--- src/hw/bmc_pkg.sv ---
// shared constants and types for the bus master cycle control block
package bmc_pkg;
   // cycle states: idle, address state, wait/data state, inserted idle
   typedef enum logic [1:0] {ST_IDLE, ST_FIRST, ST_WAIT, ST_TIDLE} bmc_state_t;
   localparam int         ADDR_W       = 32;
   localparam int         DATA_W       = 32;
   localparam int         WAIT_W       = 2;
   localparam logic       DIR_READ     = 1'h0;
   localparam logic       DIR_WRITE    = 1'h1;
   localparam logic       STROBE_OFF   = 1'h1;
   localparam logic       STROBE_ON    = 1'h0;
   localparam int         RST_HOLD_CYC = 10;   // least reset width, slow clock
   localparam int         SYNC_STAGES  = 2;
endpackage

--- src/hw/bmc_term_if.sv ---
// termination qualifier link between the cycle controller and its sampler
`timescale 1ns/1ps
`default_nettype none
interface bmc_term_if;
   logic async_mode;
   logic style_sel;
   logic term_sync;
   logic term_async;
   modport qual (input async_mode, input style_sel,
                 output term_sync, output term_async);
   modport ctl  (output async_mode, output style_sel,
                 input term_sync, input term_async);
endinterface
`default_nettype wire

--- src/hw/bmc_term_qual.sv ---
// ready / acknowledge sampler that qualifies cycle termination
`timescale 1ns/1ps
`default_nettype none
module bmc_term_qual
   import bmc_pkg::*;
(
   input  wire logic       i_clk,
   input  wire logic       i_rst_n,
   input  wire logic       i_ready_in_n,
   input  wire logic [1:0] i_size_ack_pair_n,
   bmc_term_if.qual        term
);
   typedef struct packed {
      logic rdy_low;
   } bmc_qs_t;

   bmc_qs_t s_q;
   bmc_qs_t s_d;

   // =========================================================
   // ready sample
   // ready is caught once per clock and only the captured copy ends an
   // asynchronous cycle, so the far side need not align it
   always_comb begin
      s_d         = s_q;
      // armed only for the asynchronous ready style, so a capture taken
      // in another mode cannot end the first asynchronous cycle
      s_d.rdy_low = term.async_mode & ~term.style_sel & ~i_ready_in_n;
   end

   always_ff @(posedge i_clk or negedge i_rst_n) begin
      if (!i_rst_n) begin
         s_q <= '0;
      end else begin
         s_q <= s_d;
      end
   end

   // =========================================================
   // termination terms
   // alternate style takes either acknowledge, already clock aligned
   assign term.term_sync  = term.style_sel ? ~&i_size_ack_pair_n
                                           : ~i_ready_in_n;
   assign term.term_async = s_q.rdy_low;
endmodule
`default_nettype wire

--- src/hw/bmc_cycle_ctl.sv ---
// bus master memory cycle controller: strobes, direction, wait states
//
// Notes on behaviour
// - data strobe only in cycles with waits
// - one idle cycle after descriptor write, only when a descriptor read follows
// - data drivers released after that idle
// - async ready sampled and held internally
// - captured async ready ends cycle next clock
// - zero waits: two or three clocks
// - direction stays read across read cycles
`timescale 1ns/1ps
`default_nettype none
module bmc_cycle_ctl
   import bmc_pkg::*;
#(
   parameter int AW = ADDR_W,
   parameter int DW = DATA_W
)(
   input  wire logic              i_clk,
   input  wire logic              i_rst_n,
   input  wire logic              i_async_mode,
   input  wire logic              i_bus_style_select,
   input  wire logic [WAIT_W-1:0] i_wait_states,
   input  wire logic              i_req,
   input  wire logic              i_req_write,
   input  wire logic              i_req_desc,
   input  wire logic [AW-1:0]     i_req_addr,
   input  wire logic [DW-1:0]     i_req_wdata,
   input  wire logic              i_ready_in_n,
   input  wire logic [1:0]        i_size_ack_pair_n,
   input  wire logic [DW-1:0]     i_data_in,
   output logic                   o_addr_strobe_n,
   output logic                   o_early_cycle_strobe_n,
   output logic                   o_data_strobe_n,
   output logic                   o_write_read_dir,
   output logic [AW-1:0]          o_addr,
   output logic [DW-1:0]          o_data_out,
   output logic                   o_data_oe,
   output logic                   o_done,
   output logic [DW-1:0]          o_rdata,
   output logic                   o_busy
);
   typedef struct packed {
      bmc_state_t        st;
      logic              ads_n;
      logic              ecs_n;
      logic              ds_n;
      logic              dir;
      logic [AW-1:0]     addr;
      logic [DW-1:0]     wdata;
      logic              doe;
      logic              done;
      logic [DW-1:0]     rdata;
      logic              busy;
      logic              wr;
      logic              desc_wr_last;
      logic [WAIT_W-1:0] wcnt;
   } bmc_cs_t;

   logic [SYNC_STAGES-1:0] rst_sync_q;
   logic                   rst_n;
   bmc_cs_t                s_q;
   bmc_cs_t                s_d;
   logic                   term_hit;
   bmc_term_if             term_link ();

   // =========================================================
   // reset release
   // the source must already have held the pin low long enough
   // this only removes release metastability
   always_ff @(posedge i_clk or negedge i_rst_n) begin
      if (!i_rst_n) begin
         rst_sync_q <= '0;
      end else begin
         rst_sync_q <= {rst_sync_q[SYNC_STAGES-2:0], 1'h1};
      end
   end
   assign rst_n = rst_sync_q[SYNC_STAGES-1];

   // =========================================================
   // termination sampler
   assign term_link.async_mode = i_async_mode;
   assign term_link.style_sel  = i_bus_style_select;

   bmc_term_qual u_qual (
      .i_clk             (i_clk),
      .i_rst_n           (rst_n),
      .i_ready_in_n      (i_ready_in_n),
      .i_size_ack_pair_n (i_size_ack_pair_n),
      .term              (term_link.qual)
   );

   // async only for the ready style; acks of the other style are synchronous
   assign term_hit = (i_async_mode && !i_bus_style_select)
                   ? term_link.term_async : term_link.term_sync;

   // =========================================================
   // cycle sequencer
   always_comb begin
      s_d      = s_q;
      s_d.done = 1'h0;
      unique case (s_q.st)
         ST_IDLE: begin
            s_d.busy = 1'h0;
            if (i_req) begin
               s_d.busy  = 1'h1;
               s_d.addr  = i_req_addr;
               s_d.wdata = i_req_wdata;
               s_d.wr    = i_req_write;
               if (s_q.desc_wr_last && i_req_desc && !i_req_write) begin
                  s_d.st = ST_TIDLE;
               end else begin
                  s_d.st    = ST_FIRST;
                  s_d.ads_n = STROBE_ON;
                  s_d.ecs_n = STROBE_ON;
                  s_d.dir   = i_req_write ? DIR_WRITE : DIR_READ;
                  s_d.doe   = i_req_write;
               end
               s_d.desc_wr_last = 1'h0;
            end else begin
               s_d.doe = 1'h0;
            end
         end
         ST_TIDLE: begin
            // drivers held through the idle cycle, off from the next edge
            s_d.doe   = 1'h0;
            s_d.st    = ST_FIRST;
            s_d.ads_n = STROBE_ON;
            s_d.ecs_n = STROBE_ON;
            s_d.dir   = DIR_READ;
         end
         ST_FIRST: begin
            s_d.ads_n = STROBE_OFF;
            s_d.ecs_n = STROBE_OFF;
            s_d.wcnt  = i_wait_states;
            s_d.st    = ST_WAIT;
         end
         ST_WAIT: begin
            if (s_q.wcnt == '0 && term_hit) begin
               s_d.st    = ST_IDLE;
               s_d.ds_n  = STROBE_OFF;
               s_d.done  = 1'h1;
               s_d.busy  = 1'h0;
               s_d.desc_wr_last = s_q.wr && i_req_desc;
               s_d.doe   = s_q.wr && i_req_desc;
               if (!s_q.wr) begin
                  s_d.rdata = i_data_in;
               end
            end else begin
               // a wait state follows, so only now the data strobe goes low
               s_d.ds_n = STROBE_ON;
               if (s_q.wcnt != '0) begin
                  s_d.wcnt = s_q.wcnt - 1'h1;
               end
            end
         end
      endcase
   end

   always_ff @(posedge i_clk or negedge rst_n) begin
      if (!rst_n) begin
         s_q       <= '0;
         s_q.st    <= ST_IDLE;
         s_q.ads_n <= STROBE_OFF;
         s_q.ecs_n <= STROBE_OFF;
         s_q.ds_n  <= STROBE_OFF;
         s_q.dir   <= DIR_READ;
      end else begin
         s_q <= s_d;
      end
   end

   // =========================================================
   // outputs straight from the state register
   assign o_addr_strobe_n        = s_q.ads_n;
   assign o_early_cycle_strobe_n = s_q.ecs_n;
   assign o_data_strobe_n        = s_q.ds_n;
   assign o_write_read_dir       = s_q.dir;
   assign o_addr                 = s_q.addr;
   assign o_data_out             = s_q.wdata;
   assign o_data_oe              = s_q.doe;
   assign o_done                 = s_q.done;
   assign o_rdata                = s_q.rdata;
   assign o_busy                 = s_q.busy;
endmodule
`default_nettype wire

--- config.mk ---
export PLATFORM = sky130hd
export DESIGN_NAME = bmc_cycle_ctl
export DESIGN_NICKNAME = d
export VERILOG_FILES = /design/src/hw/bmc_pkg.sv /design/src/hw/bmc_term_if.sv /design/src/hw/bmc_term_qual.sv /design/src/hw/bmc_cycle_ctl.sv
export SDC_FILE = /design/constraint.sdc
export NUM_CORES = 1
export LEC_CHECK = 0
export BUFFER_PORTS_ARGS = -buffer_cell sky130_fd_sc_hd__buf_2
export CORE_MARGIN = 4
export CORE_UTILIZATION = 50
export CTS_BUF_LIST = sky130_fd_sc_hd__clkbuf_8
export CTS_CLUSTER_SIZE = 40
export DETAILED_ROUTE_END_ITERATION = 10
export PLACE_DENSITY_LB_ADDON = 0.15
export SLEW_MARGIN = 40
export SYNTH_ARGS = -nofsm -noshare
export SYNTH_HDL_FRONTEND = slang
export SYNTH_SLANG_ARGS = --single-unit
--- constraint.sdc ---
create_clock -name i_clk -period 4.2 [get_ports i_clk]
set_clock_uncertainty 0.1 [all_clocks]
set_input_delay 0.63 -clock i_clk [delete_from_list [all_inputs] [get_ports i_clk]]
set_output_delay 0.63 -clock i_clk [all_outputs]
set_load 0.1 [all_outputs]
# After elaboration in Yosys (flattened, before gate mapping)
# Index checks and enable logic that the tools add are counted.
[word_totals]
input_bits = 108
reg_bits = 112
output_inout_bits = 103
[classes]
n_addsub = 1
reduce_logical = 26
n_mux = 26
eq_ne = 9
bitwise_logic = 5
[ops]
columns = ["cell", "n"]
rows = [
  ["65-bit two-way mux", 1],
  ["35-bit two-way mux", 1],
  ["33-bit two-way mux", 1],
  ["32-bit two-way mux", 1],
  ["3-bit AND reduction", 6],
  ["2-bit two-way mux", 5],
  ["2-bit != test (second input constant)", 5],
  ["1-bit two-way mux", 8],
  ["2-bit case mux with 4 select lines", 1],
  ["2-bit AND reduction", 4],
  ["2-bit nonzero test", 4],
  ["1-bit case mux with 2 select lines", 3],
  ["2-bit case mux with 3 select lines", 1],
  ["3-bit nonzero test", 2],
  ["1-bit logical AND", 5],
  ["2-bit == test (second input constant)", 2],
  ["2-bit logical NOT", 2],
  ["4-bit two-way mux", 1],
  ["2-bit case mux with 2 select lines", 1],
  ["1-bit logical NOT", 3],
  ["3-bit two-way mux", 1],
  ["3-bit != test (second input constant)", 1],
  ["1-bit NOT", 3],
  ["1-bit case mux with 3 select lines", 1],
  ["other kinds (3)", 4],
]

# Longest topological paths before layout
[depth]
ltp_word = 7
mapped_depth = 8
depth_no_buf = 6

# By module
# A second synthesis with hierarchy kept.
[hier_totals]
cells_unflattened = 382
area_unflattened_um2 = 5118.7
[modules_own_cells]
columns = ["module", "cells_each", "area_per_inst_um2", "n_inst"]
rows = [
  ["bmc_cycle_ctl", 378, 5073.6, 1],
  ["bmc_term_qual", 4, 45.0, 1],
]

# Least setup slack after synthesis
# Ideal clock, no wire load.
[synth_path]
kind = "input -> register"
start = "input i_async_mode"
end = "register s_q (netlist bit o_rdata[0])"
path_buffers = 2
setup_ns = 0.125
arrival_ns = 1.815
cell_stages = 7
path_slack_ns = 2.160
required_ns = 3.975
path_cell_list = "nand2b_4 -> a21o_1 -> and3_4 -> and3b_1 -> buf_6 -> buf_12 -> mux2_4"
[synth_between]
elab_chain_cells = 4
[synth_lines]
columns = ["item", "line_no", "source"]
rows = [
  ["from (decl)", "bmc_cycle_ctl.sv:21", "input wire logic i_async_mode,"],
  ["1-bit logical AND", "bmc_cycle_ctl.sv:94", "assign term_hit = (i_async_mode && !i_bus_style_select)"],
  ["1-bit two-way mux", "bmc_cycle_ctl.sv:95", "? term_link.term_async : term_link.term_sync;"],
  ["1-bit logical AND", "bmc_cycle_ctl.sv:139", "if (s_q.wcnt == '0 && term_hit) begin"],
  ["3-bit AND reduction (no source line)", "n/a", ""],
  ["to (decl)", "bmc_cycle_ctl.sv:62", "bmc_cs_t s_q;"],
]
# No other way between the ends.
# A chain may end at the register's enable or synchronous reset.

# Final worst setup path
[layout_path]
start = "register s_q[107] (netlist bit)"
end = "register s_q (netlist bit o_rdata[24])"
[layout_between]
elab_chain_cells = 2
[layout_lines]
columns = ["item", "line_no", "source"]
rows = [
  ["2-bit == test", "bmc_cycle_ctl.sv:102", "unique case (s_q.st)"],
  ["3-bit AND reduction (no source line)", "n/a", ""],
]
# No other way between the ends.

==> flow_metrics.py <==
metrics = {
    "cts": {
        "cts_root_buf": "clkbuf_8",
        "postCtsSetupRepairBufs": 0,
        "ctsResizeCount": 0,
        "clkTransAtPathRegs_ps": 90,
        "cts.path.max_buffers": 2,
        "h-tree-depth": 3,
        "holdBufCountCts": 1,
        "cts_tree": "yes",
        "clock_latency_ps": 350,
        "cts_buffers": 9,
        "cts_sinks": 111,
    },
    "synthesis": {
        "synth_seq_area_share": 0.528,
        "yosys_warnings": 0,
        "synth-async-reset-ratio": 1.00,
        "yosys-top-cells-area": "dfrtp_1 52%, buf_4 14%, mux2_2 12%, mux2_4 8.6%, mux2_1 2.8%",
        "syn-instance-count": 383,
        "ys_top_cells_by_count": "109 x dfrtp_1, 97 x buf_4, 55 x mux2_2",
        "ys_types": 39,
        "synth_most_common_cell": "dfrtp_1",
        "ys.flop_type": "dfrtp_1",
        "synth-seq-cells": 111,
        "syn_nets": 497,
        "syn_area_per_cell_um2": 13.7,
        "synth-edff-count": 0,
        "synth.top_cell.area_share": 0.518,
        "synth_area_um2": 5260,
        "synth_top_cell_by_area": "dfrtp_1",
    },
    "routing": {
        "drtIter0Drc": 68,
        "drtAntennaViolNets": 0,
        "vias_per_cell": 4.78,
        "via_count": 3061,
        "drc": 0,
        "detail_route.wl_per_cell_um": 15.7,
        "drt-pass1-iter-count": 4,
        "wirelength_mm": 10.1,
    },
    "critical_path": {
        "startpoint_type": "register",
        "regToRegStartpoint": "s_q[107]",
        "cp.required_ps": 4350,
        "critPathTopFamily": "simple AND/OR/NAND/NOR gates",
        "cp-startpoint": "s_q[107]",
        "crit_chain": "inv_1 > ha_1 > and3b_4 > mux2_1",
        "arrival_ps": 2500,
        "path_max_fanout": 32,
        "worst_setup_path_end_kind": "register",
        "slowest_delay_ps": 730,
        "crit_slowest_cell": "and3b_4",
        "worstSetupPathType": "register to register",
        "cp_num_buf_inv": 1,
    },
    "grt": {
        "grt_max_degree": 40,
        "grt_pass1_vias": 3220,
        "grt_usage": 0.167,
        "grt-ovfl-total": 0,
        "grt_first_pass_wirelength_mm": 16.5,
        "antenna_found_initial": 0,
    },
    "die": {
        "die_area_um2": 12200,
        "fp.dieW_um": 111,
        "io_pins": 211,
        "fp.coreArea_um2": 10300,
        "initial_core_util": 0.512,
        "rows": 37,
        "fp.dieH_um": 111,
    },
    "final_layout": {
        "synthToLayoutAreaGrowth_pct": 12.1,
        "regArea_um2": 2780,
        "drive_above_1_share": 0.634,
        "multiInputGateArea_um2": 1630,
        "fill_cells": 884,
        "diodes": 0,
        "final_net_count": 614,
    },
    "sta": {
        "setup_violations": 0,
        "min_period_ps": 2350,
        "max_slew.worst_pin.slew_ps": 692,
        "report.final.slew_viol_count": 0,
        "rsz0062_at_grt": "false",
        "maxSlewHeadroom": 0.538,
        "tns_ps": 0,
        "fin_crit_sh": 0.559,
        "fmax_mhz": 426,
        "hold_viol_final": 0,
    },
    "worst_hold_path": {
        "min-delay-path-class": "register to async pin",
    },
    "placed_design": {
        "gp_congestion": 0.793,
        "dpl.hpwl_mm": 7.67,
        "portBuffers": 210,
    },
    "status": {
        "outcome": "finished clean",
    },
    "flow_run": {
        "max_cap_viol_count": 0,
    },
}
[state kept, by name, indices dropped and copies added, names as in the netlist, 2 cells and up]
register,flops
rst_sync_q,2
o_rdata,32
o_data_out,32
o_addr,32
s_q,6
[area by class of cell]
type | count | share of cell area
Multi-Input combinational cell | 156 | 0.276
Sequential cell | 111 | 0.472
Clock inverter | 6 | 0.00509
Clock buffer | 10 | 0.0233
Timing Repair Buffer | 216 | 0.190
Tap cell | 136 | 0.0289
Inverter | 6 | 0.00382
[kinds of logic after synthesis]
logic type / Yosys count / synth area share
fa+ha+maj: 6 / 0.0143
flops: 111 / 0.528
other cells: 1 / 0.000713
mux: 101 / 0.237
buf+inv: 116 / 0.164
simple gates: 29 / 0.0333
compound gates: 19 / 0.0226
[routing by layer]
layer,share of wire,GRT usage
met2,0.49,0.276
met4,0.014,0.0558
met1,0.42,0.205
met5,0,0
met3,0.080,0.0581
[cell usage in the layout, fill, tap and decap left out, types with 3 or more instances in the layout]
master and instances:
nand2_1 5, ha_1 6, clkbuf_8 10, mux2_2 55
buf_2 210, a31oi_1 4, nand2b_1 3, mux2i_1 3
nand3_1 5, a21oi_1 4, mux2_4 30, mux2_1 13
inv_1 9, nor2_1 3, buf_4 3, dfrtp_1 108
[metrics by stage]
stage | instances | worst slack [ps] | area [µm²] | util | hold WS (ps)
floorplan | 383 | 782 | 5260 | - | 231
global placement | 622 | 1560 | 5670 | 0.552 | 236
detailed placement | 624 | 1740 | 5720 | 0.557 | 107
CTS | 641 | 1840 | 5900 | 0.574 | 116
global route | 641 | 1730 | 5900 | 0.574 | 131
finish | 641 | 1850 | 5900 | 0.574 | 107
[worst paths after layout]
check                                      to  slack (ps)  depth (start not counted)
worst max-delay path              o_rdata[24]        1850                          4
worst min-delay path               o_addr[25]         110                          0
worst max register to register    o_rdata[24]        1850                          4
worst min register to register     o_addr[25]         110                          0
max in group asynchronous          o_addr[20]        3000                          2
min in group i_clk              rst_sync_q[1]         260                          0
[worst register-to-register path: stages (launching register included)]
cell and delay, ps:
dfrtp_1 420, inv_1 130, ha_1 470, and3b_4 730, mux2_1 390
Power is left out: the tool's default activity adds up to more than one toggle a clock period on the data nets, which glitch-free logic cannot reach.
